File: config.mk
export PLATFORM = sky130hd
export DESIGN_NAME = cos_top
export DESIGN_NICKNAME = d
export VERILOG_FILES = /design/src/core/cos_pkg.sv /design/src/core/cos_div_if.sv /design/src/core/cos_ref_div.sv /design/src/core/cos_top.sv
export VERILOG_INCLUDE_DIRS = /design/src /design/src/core
export SDC_FILE = /design/constraint.sdc
export NUM_CORES = 1
export LEC_CHECK = 0
export BUFFER_PORTS_ARGS = -buffer_cell sky130_fd_sc_hd__clkbuf_2
export CAP_MARGIN = 5
export CORE_UTILIZATION = 25
export CTS_CLUSTER_SIZE = 28
export DETAILED_ROUTE_END_ITERATION = 7
export GPL_ROUTABILITY_DRIVEN = 0
export GPL_TIMING_DRIVEN = 0
export SYNTH_ARGS = -nofsm -noshare
export SYNTH_HDL_FRONTEND = slang
export SYNTH_SLANG_ARGS = --single-unit
File: constraint.sdc
create_clock -name clk_sys -period 3.9 [get_ports clk_sys]
set_input_delay 0.78 -clock clk_sys [delete_from_list [all_inputs] [get_ports clk_sys]]
set_output_delay 0.78 -clock clk_sys [all_outputs]
set_load 0.005 [all_outputs]
File: src/core/cos_params.svh
// Purpose: constants for the clock output select block
// Assumes: included by its bare name
// Notes:   field positions refer to the trigger output control word
`ifndef COS_PARAMS_SVH
`define COS_PARAMS_SVH

`define COS_TRIG_EN_BIT      0
`define COS_TRIG_MODE_LSB    1
`define COS_TRIG_MODE_MSB    2
`define COS_TRIG_DIV_LSB     3
`define COS_TRIG_DIV_MSB     7
`define COS_TRIG_CTRL_RST    8'h00
`define COS_REF_REPEAT_RST   1'b1
`define COS_SERDES_DIV_W     5
`define COS_SYNC_W           9

`endif

File: src/core/cos_pkg.sv
// Purpose: types for the clock output select block
// Assumes: nothing
// Notes:   select codes carry the field values software writes
package cos_pkg;

  typedef enum logic [1:0]
  {
    COS_AUX_OFF  = 2'h0,
    COS_AUX_REF  = 2'h1,
    COS_AUX_DIV2 = 2'h2,
    COS_AUX_DIV4 = 2'h3
  } cos_aux_sel_e;

  typedef enum logic [1:0]
  {
    COS_TRIG_OFF    = 2'h0,
    COS_TRIG_SERDES = 2'h1,
    COS_TRIG_RSVD   = 2'h2,
    COS_TRIG_STAMP  = 2'h3
  } cos_trig_mode_e;

endpackage

File: src/core/cos_div_if.sv
// Purpose: carrier between the selector and its divider
// Assumes: single clock domain
// Notes:   edges are one-cycle pulses on clk_sys
`timescale 1ns/1ps
`include "cos_params.svh"
interface cos_div_if;
  logic                           ref_rise;
  logic                           serdes_rise;
  logic [`COS_SERDES_DIV_W-1:0]   serdes_div;
  logic                           serdes_level;
  logic                           div2;
  logic                           div4;
  logic                           serdes_clk;

  modport sel
  (
    output ref_rise,
    output serdes_rise,
    output serdes_div,
    output serdes_level,
    input  div2,
    input  div4,
    input  serdes_clk
  );
  modport div
  (
    input  ref_rise,
    input  serdes_rise,
    input  serdes_div,
    input  serdes_level,
    output div2,
    output div4,
    output serdes_clk
  );
endinterface

File: src/core/cos_ref_div.sv
// Purpose: edge-counting dividers for reference and serdes clocks
// Assumes: edges arrive as one-cycle pulses of sampled clocks
// Notes:   sampled clocks limit usable input rates to below clk_sys/2
`timescale 1ns/1ps
`include "cos_params.svh"
module cos_ref_div
(
  input wire logic clk_sys,
  input wire logic reset,
  cos_div_if.div   dv
);
  import cos_pkg::*;

  logic [1:0]                   ref_cnt_r;
  logic [`COS_SERDES_DIV_W-1:0] ser_cnt_r;
  logic                         ser_out_r;

  // a 2-bit counter gives /2 and /4 with even duty
  always_ff @(posedge clk_sys)
  begin
    if (reset)
      ref_cnt_r <= 2'h0;
    else if (dv.ref_rise)
      ref_cnt_r <= ref_cnt_r + 2'h1;
  end

  assign dv.div2 = ref_cnt_r[0];
  assign dv.div4 = ref_cnt_r[1];

  always_ff @(posedge clk_sys)
  begin
    if (reset)
      ser_cnt_r <= '0;
    else if (dv.serdes_rise)
    begin
      if (ser_cnt_r >= dv.serdes_div - `COS_SERDES_DIV_W'(1))
        ser_cnt_r <= '0;
      else
        ser_cnt_r <= ser_cnt_r + `COS_SERDES_DIV_W'(1);
    end
  end

  // ratio 0 or 1 passes the line clock through undivided
  always_ff @(posedge clk_sys)
  begin
    if (reset)
      ser_out_r <= 1'b0;
    else if (dv.serdes_div <= `COS_SERDES_DIV_W'(1))
      ser_out_r <= dv.serdes_level;
    else
      ser_out_r <= (ser_cnt_r < (dv.serdes_div >> 1));
  end

  assign dv.serdes_clk = ser_out_r;
endmodule // cos_ref_div

File: src/core/cos_top.sv
// Purpose: selection and gating of the auxiliary clock outputs
// Assumes: clock inputs are sampled on clk_sys, so they run well below it
// Notes:   all outputs come from flip-flops and are low during reset
//
// Functional notes
// - The reference repeat output follows the reference input chosen.
// - Repeat output is on by default and off once software writes 0.
// - Repeat output needs pll enable high and power down low.
// - Trigger output carries retimed timestamp or serdes derived clock.
// - Trigger output stays off after reset until software enables it.
// - Serdes source is the line clock divided by the programmed ratio.
// - Aux outputs C and D run from reset per pins, off in power down.
// - With override set, select fields replace the config pins.
// - Pin codes 00,01,10,11 give off, ref, ref/2, ref/4 on output C.
// - Pins only enable output D; its ratio comes from its field.
// - Clock selection beats over-range; over-range only on quad parts.
// - Output D runs only while output C has a clock selected.
// - Reference select high picks single-ended input, low differential.
// - Trigger repeats timestamp when enabled with mode 3.
`timescale 1ns/1ps
`include "cos_params.svh"
module cos_top
#(
  parameter bit QUAD_PART = 1'b1
)
(
  input  wire logic                  clk_sys,
  input  wire logic                  reset,
  input  wire logic                  ref_diff_in,
  input  wire logic                  single_ended_clock_in,
  input  wire logic                  ref_input_select,
  input  wire logic                  pll_enable,
  input  wire logic                  power_down,
  input  wire logic                  timestamp_in,
  input  wire logic                  serdes_line_clk_in,
  input  wire logic [1:0]            clock_config_pins,
  input  wire logic                  ref_repeat_wr,
  input  wire logic                  ref_repeat_enable,
  input  wire logic                  trigger_ctrl_wr,
  input  wire logic [7:0]            trigger_out_control,
  input  wire logic                  pin_override_enable,
  input  wire cos_pkg::cos_aux_sel_e divided_ref_c_select,
  input  wire cos_pkg::cos_aux_sel_e divided_ref_d_select,
  input  wire logic                  overrange_enable,
  input  wire logic                  overrange_c_in,
  output logic                       ref_repeat_out,
  output logic                       trigger_clock_out,
  output logic                       aux_clock_out_c,
  output logic                       aux_clock_out_d,
  output logic                       trigger_out_active
);
  import cos_pkg::*;

  logic [`COS_SYNC_W-1:0] meta_r;
  logic [`COS_SYNC_W-1:0] sync_r;
  logic                   ref_level;
  logic                   ref_prev_r;
  logic                   ser_prev_r;
  logic                   repeat_en_r;
  logic [7:0]             trig_ctrl_r;
  logic                   pd_s;
  logic                   pll_s;
  logic                   sel_s;
  logic [1:0]             cfg_s;
  cos_aux_sel_e           c_code;
  cos_aux_sel_e           d_code;
  cos_trig_mode_e         trig_mode;
  logic                   trig_en;

  cos_div_if dv_if ();

  // every pin input except overrange_c_in passes two flops before any logic sees it
  always_ff @(posedge clk_sys)
  begin
    if (reset)
    begin
      meta_r <= '0;
      sync_r <= '0;
    end
    else
    begin
      meta_r <= {clock_config_pins, power_down, pll_enable,
                 ref_input_select, serdes_line_clk_in, timestamp_in,
                 single_ended_clock_in, ref_diff_in};
      sync_r <= meta_r;
    end
  end

  assign sel_s = sync_r[4];
  assign pll_s = sync_r[5];
  assign pd_s  = sync_r[6];
  assign cfg_s = sync_r[8:7];

  assign ref_level = sel_s ? sync_r[1] : sync_r[0];

  always_ff @(posedge clk_sys)
  begin
    if (reset)
    begin
      ref_prev_r <= 1'b0;
      ser_prev_r <= 1'b0;
    end
    else
    begin
      ref_prev_r <= ref_level;
      ser_prev_r <= sync_r[3];
    end
  end

  // software settings, held until written again
  always_ff @(posedge clk_sys)
  begin
    if (reset)
      repeat_en_r <= `COS_REF_REPEAT_RST;
    else if (ref_repeat_wr)
      repeat_en_r <= ref_repeat_enable;
  end

  always_ff @(posedge clk_sys)
  begin
    if (reset)
      trig_ctrl_r <= `COS_TRIG_CTRL_RST;
    else if (trigger_ctrl_wr)
      trig_ctrl_r <= trigger_out_control;
  end

  assign trig_en   = trig_ctrl_r[`COS_TRIG_EN_BIT];
  assign trig_mode = cos_trig_mode_e'(
                     trig_ctrl_r[`COS_TRIG_MODE_MSB:`COS_TRIG_MODE_LSB]);

  assign dv_if.ref_rise     = ref_level & ~ref_prev_r;
  assign dv_if.serdes_rise  = sync_r[3] & ~ser_prev_r;
  assign dv_if.serdes_level = sync_r[3];
  assign dv_if.serdes_div   =
    trig_ctrl_r[`COS_TRIG_DIV_MSB:`COS_TRIG_DIV_LSB];

  cos_ref_div u_div
  (
    .clk_sys (clk_sys),
    .reset   (reset),
    .dv      (dv_if.div)
  );

  function automatic logic aux_pick(input cos_aux_sel_e code,
                                    input logic ref_l,
                                    input logic d2,
                                    input logic d4);
    unique case (code)
      COS_AUX_OFF:  aux_pick = 1'b0;
      COS_AUX_REF:  aux_pick = ref_l;
      COS_AUX_DIV2: aux_pick = d2;
      COS_AUX_DIV4: aux_pick = d4;
    endcase
  endfunction

  // override replaces the pins; pin codes share the field encoding
  assign c_code = pin_override_enable ? divided_ref_c_select
                                      : cos_aux_sel_e'(cfg_s);

  // pins gate output D only; a zero field falls back to plain reference
  always_comb
  begin
    d_code = COS_AUX_OFF;
    if (c_code != COS_AUX_OFF)
    begin
      if (pin_override_enable)
        d_code = divided_ref_d_select;
      else if (cfg_s != 2'h0)
        d_code = (divided_ref_d_select == COS_AUX_OFF) ? COS_AUX_REF
                                                       : divided_ref_d_select;
    end
  end

  always_ff @(posedge clk_sys)
  begin
    if (reset)
      ref_repeat_out <= 1'b0;
    else
      ref_repeat_out <= ref_level & repeat_en_r & pll_s
                        & ~pd_s;
  end

  always_ff @(posedge clk_sys)
  begin
    if (reset)
      aux_clock_out_c <= 1'b0;
    else if (pd_s)
      aux_clock_out_c <= 1'b0;
    else if (c_code != COS_AUX_OFF)
      aux_clock_out_c <= aux_pick(c_code, ref_level, dv_if.div2,
                                  dv_if.div4);
    else
      aux_clock_out_c <= QUAD_PART & overrange_enable
                         & overrange_c_in;
  end

  always_ff @(posedge clk_sys)
  begin
    if (reset)
      aux_clock_out_d <= 1'b0;
    else
      aux_clock_out_d <= ~pd_s & aux_pick(d_code, ref_level, dv_if.div2,
                                          dv_if.div4);
  end

  // mode 2 is left unused and drives the output low
  always_ff @(posedge clk_sys)
  begin
    if (reset)
      trigger_clock_out <= 1'b0;
    else if (!trig_en || pd_s)
      trigger_clock_out <= 1'b0;
    else
      unique case (trig_mode)
        COS_TRIG_STAMP:  trigger_clock_out <= sync_r[2];
        COS_TRIG_SERDES: trigger_clock_out <= dv_if.serdes_clk;
        COS_TRIG_OFF,
        COS_TRIG_RSVD:   trigger_clock_out <= 1'b0;
      endcase
  end

  always_ff @(posedge clk_sys)
  begin
    if (reset)
      trigger_out_active <= 1'b0;
    else
      trigger_out_active <= trig_en & ~pd_s &
                            ((trig_mode == COS_TRIG_STAMP) ||
                             (trig_mode == COS_TRIG_SERDES));
  end
endmodule // cos_top

==> impl_metrics.ini <==
[min_path]
min_to = sync_r[8]
min_from = meta_r[8]
holdPathStages = 1
worst_hold_path_type = reg2reg

[route]
first_iter_violations = 27
vias_per_cell = 4.36
drc = 0
vias = 1242
ant_nets = 0
drt-wirelength-per-cell_um = 10.7
wl_um = 3060
drt_pre_antenna_iters = 6

[logic_synthesis]
synth_common_cells = 42 x dfxtp_1, 22 x nor2b_1, 16 x nor2_1, 12 x mux2i_1, 11 x ha_1
synth-edff-count = 0
ys_async_sr_fraction_pct = 0
synth_largest_area_cell = dfxtp_1
synth_flop_cell = dfxtp_1
synth.most_common_cell = dfxtp_1
synth_seq_cells = 42
syn_area_per_cell_um2 = 10.2
synth_area_um2 = 1720
yosysSeqAreaShare_pct = 49.0
synth_area_leaders = dfxtp_1 49%, ha_1 8.0%, nor2b_1 8.0%
yosysWarnings = 0
synthCells = 169
synth.distinct_cells = 39
synth_top_area_share_pct = 49.0
synth_nets = 209

[grt]
grt_pass1_vias = 1164
antenna_found_initial = 0
grt.total_usage_pct = 9.24
grt_pass1_wl_um = 5250
grt_max_degree = 14
gr-total-overflow = 0

[cells_and_area]
final.fill_count = 681
multi_input_area_um2 = 817
syn2layout_area_growth_pct = 23.0
antenna_cells = 0
utilization_pct = 32.5
seqCellArea_um2 = 841
fin_cells = 285
layout-drive-gt1-share_pct = 20.7
fin_nets = 247
final_area_um2 = 2110

[pwr]
powerDensity_nw_per_um2 = 452
seqPwrFrac_pct = 47.9
p_total_uw = 955
combPwrFrac_pct = 8.6
pwr-share-clk_pct = 43.5
p_sw_share_pct = 20.2
power.internal_uw = 762
vdd_drop_max_mv = 0.162
leakage_nw = 0.916
switching_power_uw = 193

[placed_design]
dpl_worst_slack_ps = 1810
io_buffer_count = 31
placed_area_um2 = 1970
dp_cells = 277
hpwl_um = 2380

[die]
core_area_um2 = 6490
fp.dieH_um = 84.9
initial_core_util_pct = 26.4
fp.dieW_um = 84.9
die_area_um2 = 7200
rows = 29
ios = 34

[critical_path]
cp_top_family = compound AO/OA/AOI/OAI gates
worstPathArrival_ps = 2290
reg2reg_depth = 8
cp-start-kind = register
cp_common_cell = ha_1
cp_slowest_stage_delay_ps = 400
worst_ep_required_time_ps = 4100
worstReg2RegStart = trig_ctrl_r[3]
reg2reg_setup_slack_ps = 1810
worstPathMaxFanout = 5
worstReg2RegEnd = u_div.ser_cnt_r[4]
worstSetupPathType = reg2reg
critPathBufInv = 1
crit_slowest_cell = dfxtp_1
endpoint_kind = register
cp_cell_sequence = inv_1, ha_1, xnor2_1, ha_1, a211o_1, a31oi_1, o21bai_1, a211oi_1

[sta]
fin_skew_ps = 1.47
finalHoldViolCount = 0
rsz0062_at_grt = false
final-max-slew-violation-count = 0
worst_pin_slew_ps = 544
fin_ws_ps = 1810
setup_viol = 0
fin_crit_sh_pct = 53.7
hold_slack_ps = 440
relSlewSlack_pct = 63.8
max_freq_mhz = 478
tns_ps = 0
post-route-min-period_ps = 2090

[cts]
cts_buffer_depth = 2
ctsResizeCount = 0
cts.sinks = 42
cts_made_buffers = 5
cts_tree = done
hold_buffers = 0
postCtsSetupBuffers = 0
cts_root_buffer = clkbuf_8
path_clk_slew_ps = 80
htreeDepth = 2
worst_skew_pair.late_latency_ps = 280

[run]
maxCapViolCount = 0

[outcome]
status = complete, no violations
## cell families after synthesis
family | synth area share [%]
XOR/XNOR | 3.57
adder cells (fa/ha/maj) | 8.02
AND/OR/NAND/NOR | 18.1
AO/OA/AOI/OAI | 10.2
multiplexers | 7.65
flip-flops | 49.0
buffers and inverters | 3.43
## placed cells by master, fill, tap and decap left out, types with 4 or more instances in the layout
master	netlist	routed
dfxtp_1	42	42
ha_1	11	11
clkbuf_2	0	31
mux2i_1	12	12
nor2b_1	22	22
clkbuf_8	0	6
o21ai_0	4	4
nand2_1	5	5
xnor2_1	4	4
nor2_1	16	16
inv_1	7	7
## metal layers
| metal | track usage, % | vias up | share of wire [%] |
|---|---|---|---|
| li1 | - | 654 | - |
| met1 | 12.4 | 557 | 53 |
| met2 | 14.1 | 28 | 42 |
| met3 | 3.11 | 3 | 4.8 |
| met4 | 2.77 | 0 | 0.46 |
| met5 | 0 | - | 0 |
## flip-flops by register name, summed over array words and instances, names as in the netlist
signal               flops
aux_clock_out_c          1
aux_clock_out_d          1
meta_r                   9
ref_prev_r               1
ref_repeat_out           1
repeat_en_r              1
ser_prev_r               1
sync_r                   9
trig_ctrl_r              8
trigger_clock_out        1
trigger_out_active       1
u_div.dv.serdes_clk      1
u_div.ref_cnt_r          2
u_div.ser_cnt_r          5
## final cells by class
cell class | instances | area share (%)
inverter | 7 | 1.24
clock inverter | 2 | 2.85
sequential | 42 | 39.8
multi-input combinational | 113 | 38.7
clock buffer | 6 | 3.91
buffer | 7 | 1.54
tap | 77 | 4.56
timing repair buffer | 31 | 7.35
## power groups by stage
stage          clock network (mW)  logic (mW)  registers, mW
3_3_place_gp                    0      0.0820          0.467
2_1_floorplan                   0      0.0562          0.465
4_1_cts                     0.427      0.0840          0.457
3_5_place_dp                    0      0.0836          0.467
5_1_grt                     0.448      0.0941          0.459
6_report                    0.415      0.0825          0.457
## how the worst max path moves through the flow
stage | start | to | slack [ps] | cells after the start
after floorplan | trig_ctrl_r[3] | u_div.ser_cnt_r[2] | 2030 | 8
after global placement | trig_ctrl_r[3] | u_div.ser_cnt_r[3] | 1850 | 8
after detailed placement | trig_ctrl_r[3] | u_div.ser_cnt_r[4] | 1810 | 8
final | trig_ctrl_r[3] | u_div.ser_cnt_r[4] | 1810 | 8
after CTS | trig_ctrl_r[3] | u_div.ser_cnt_r[4] | 1780 | 8
after global routing | trig_ctrl_r[3] | u_div.ser_cnt_r[4] | 1670 | 8
(Power assumes the default switching activity.)
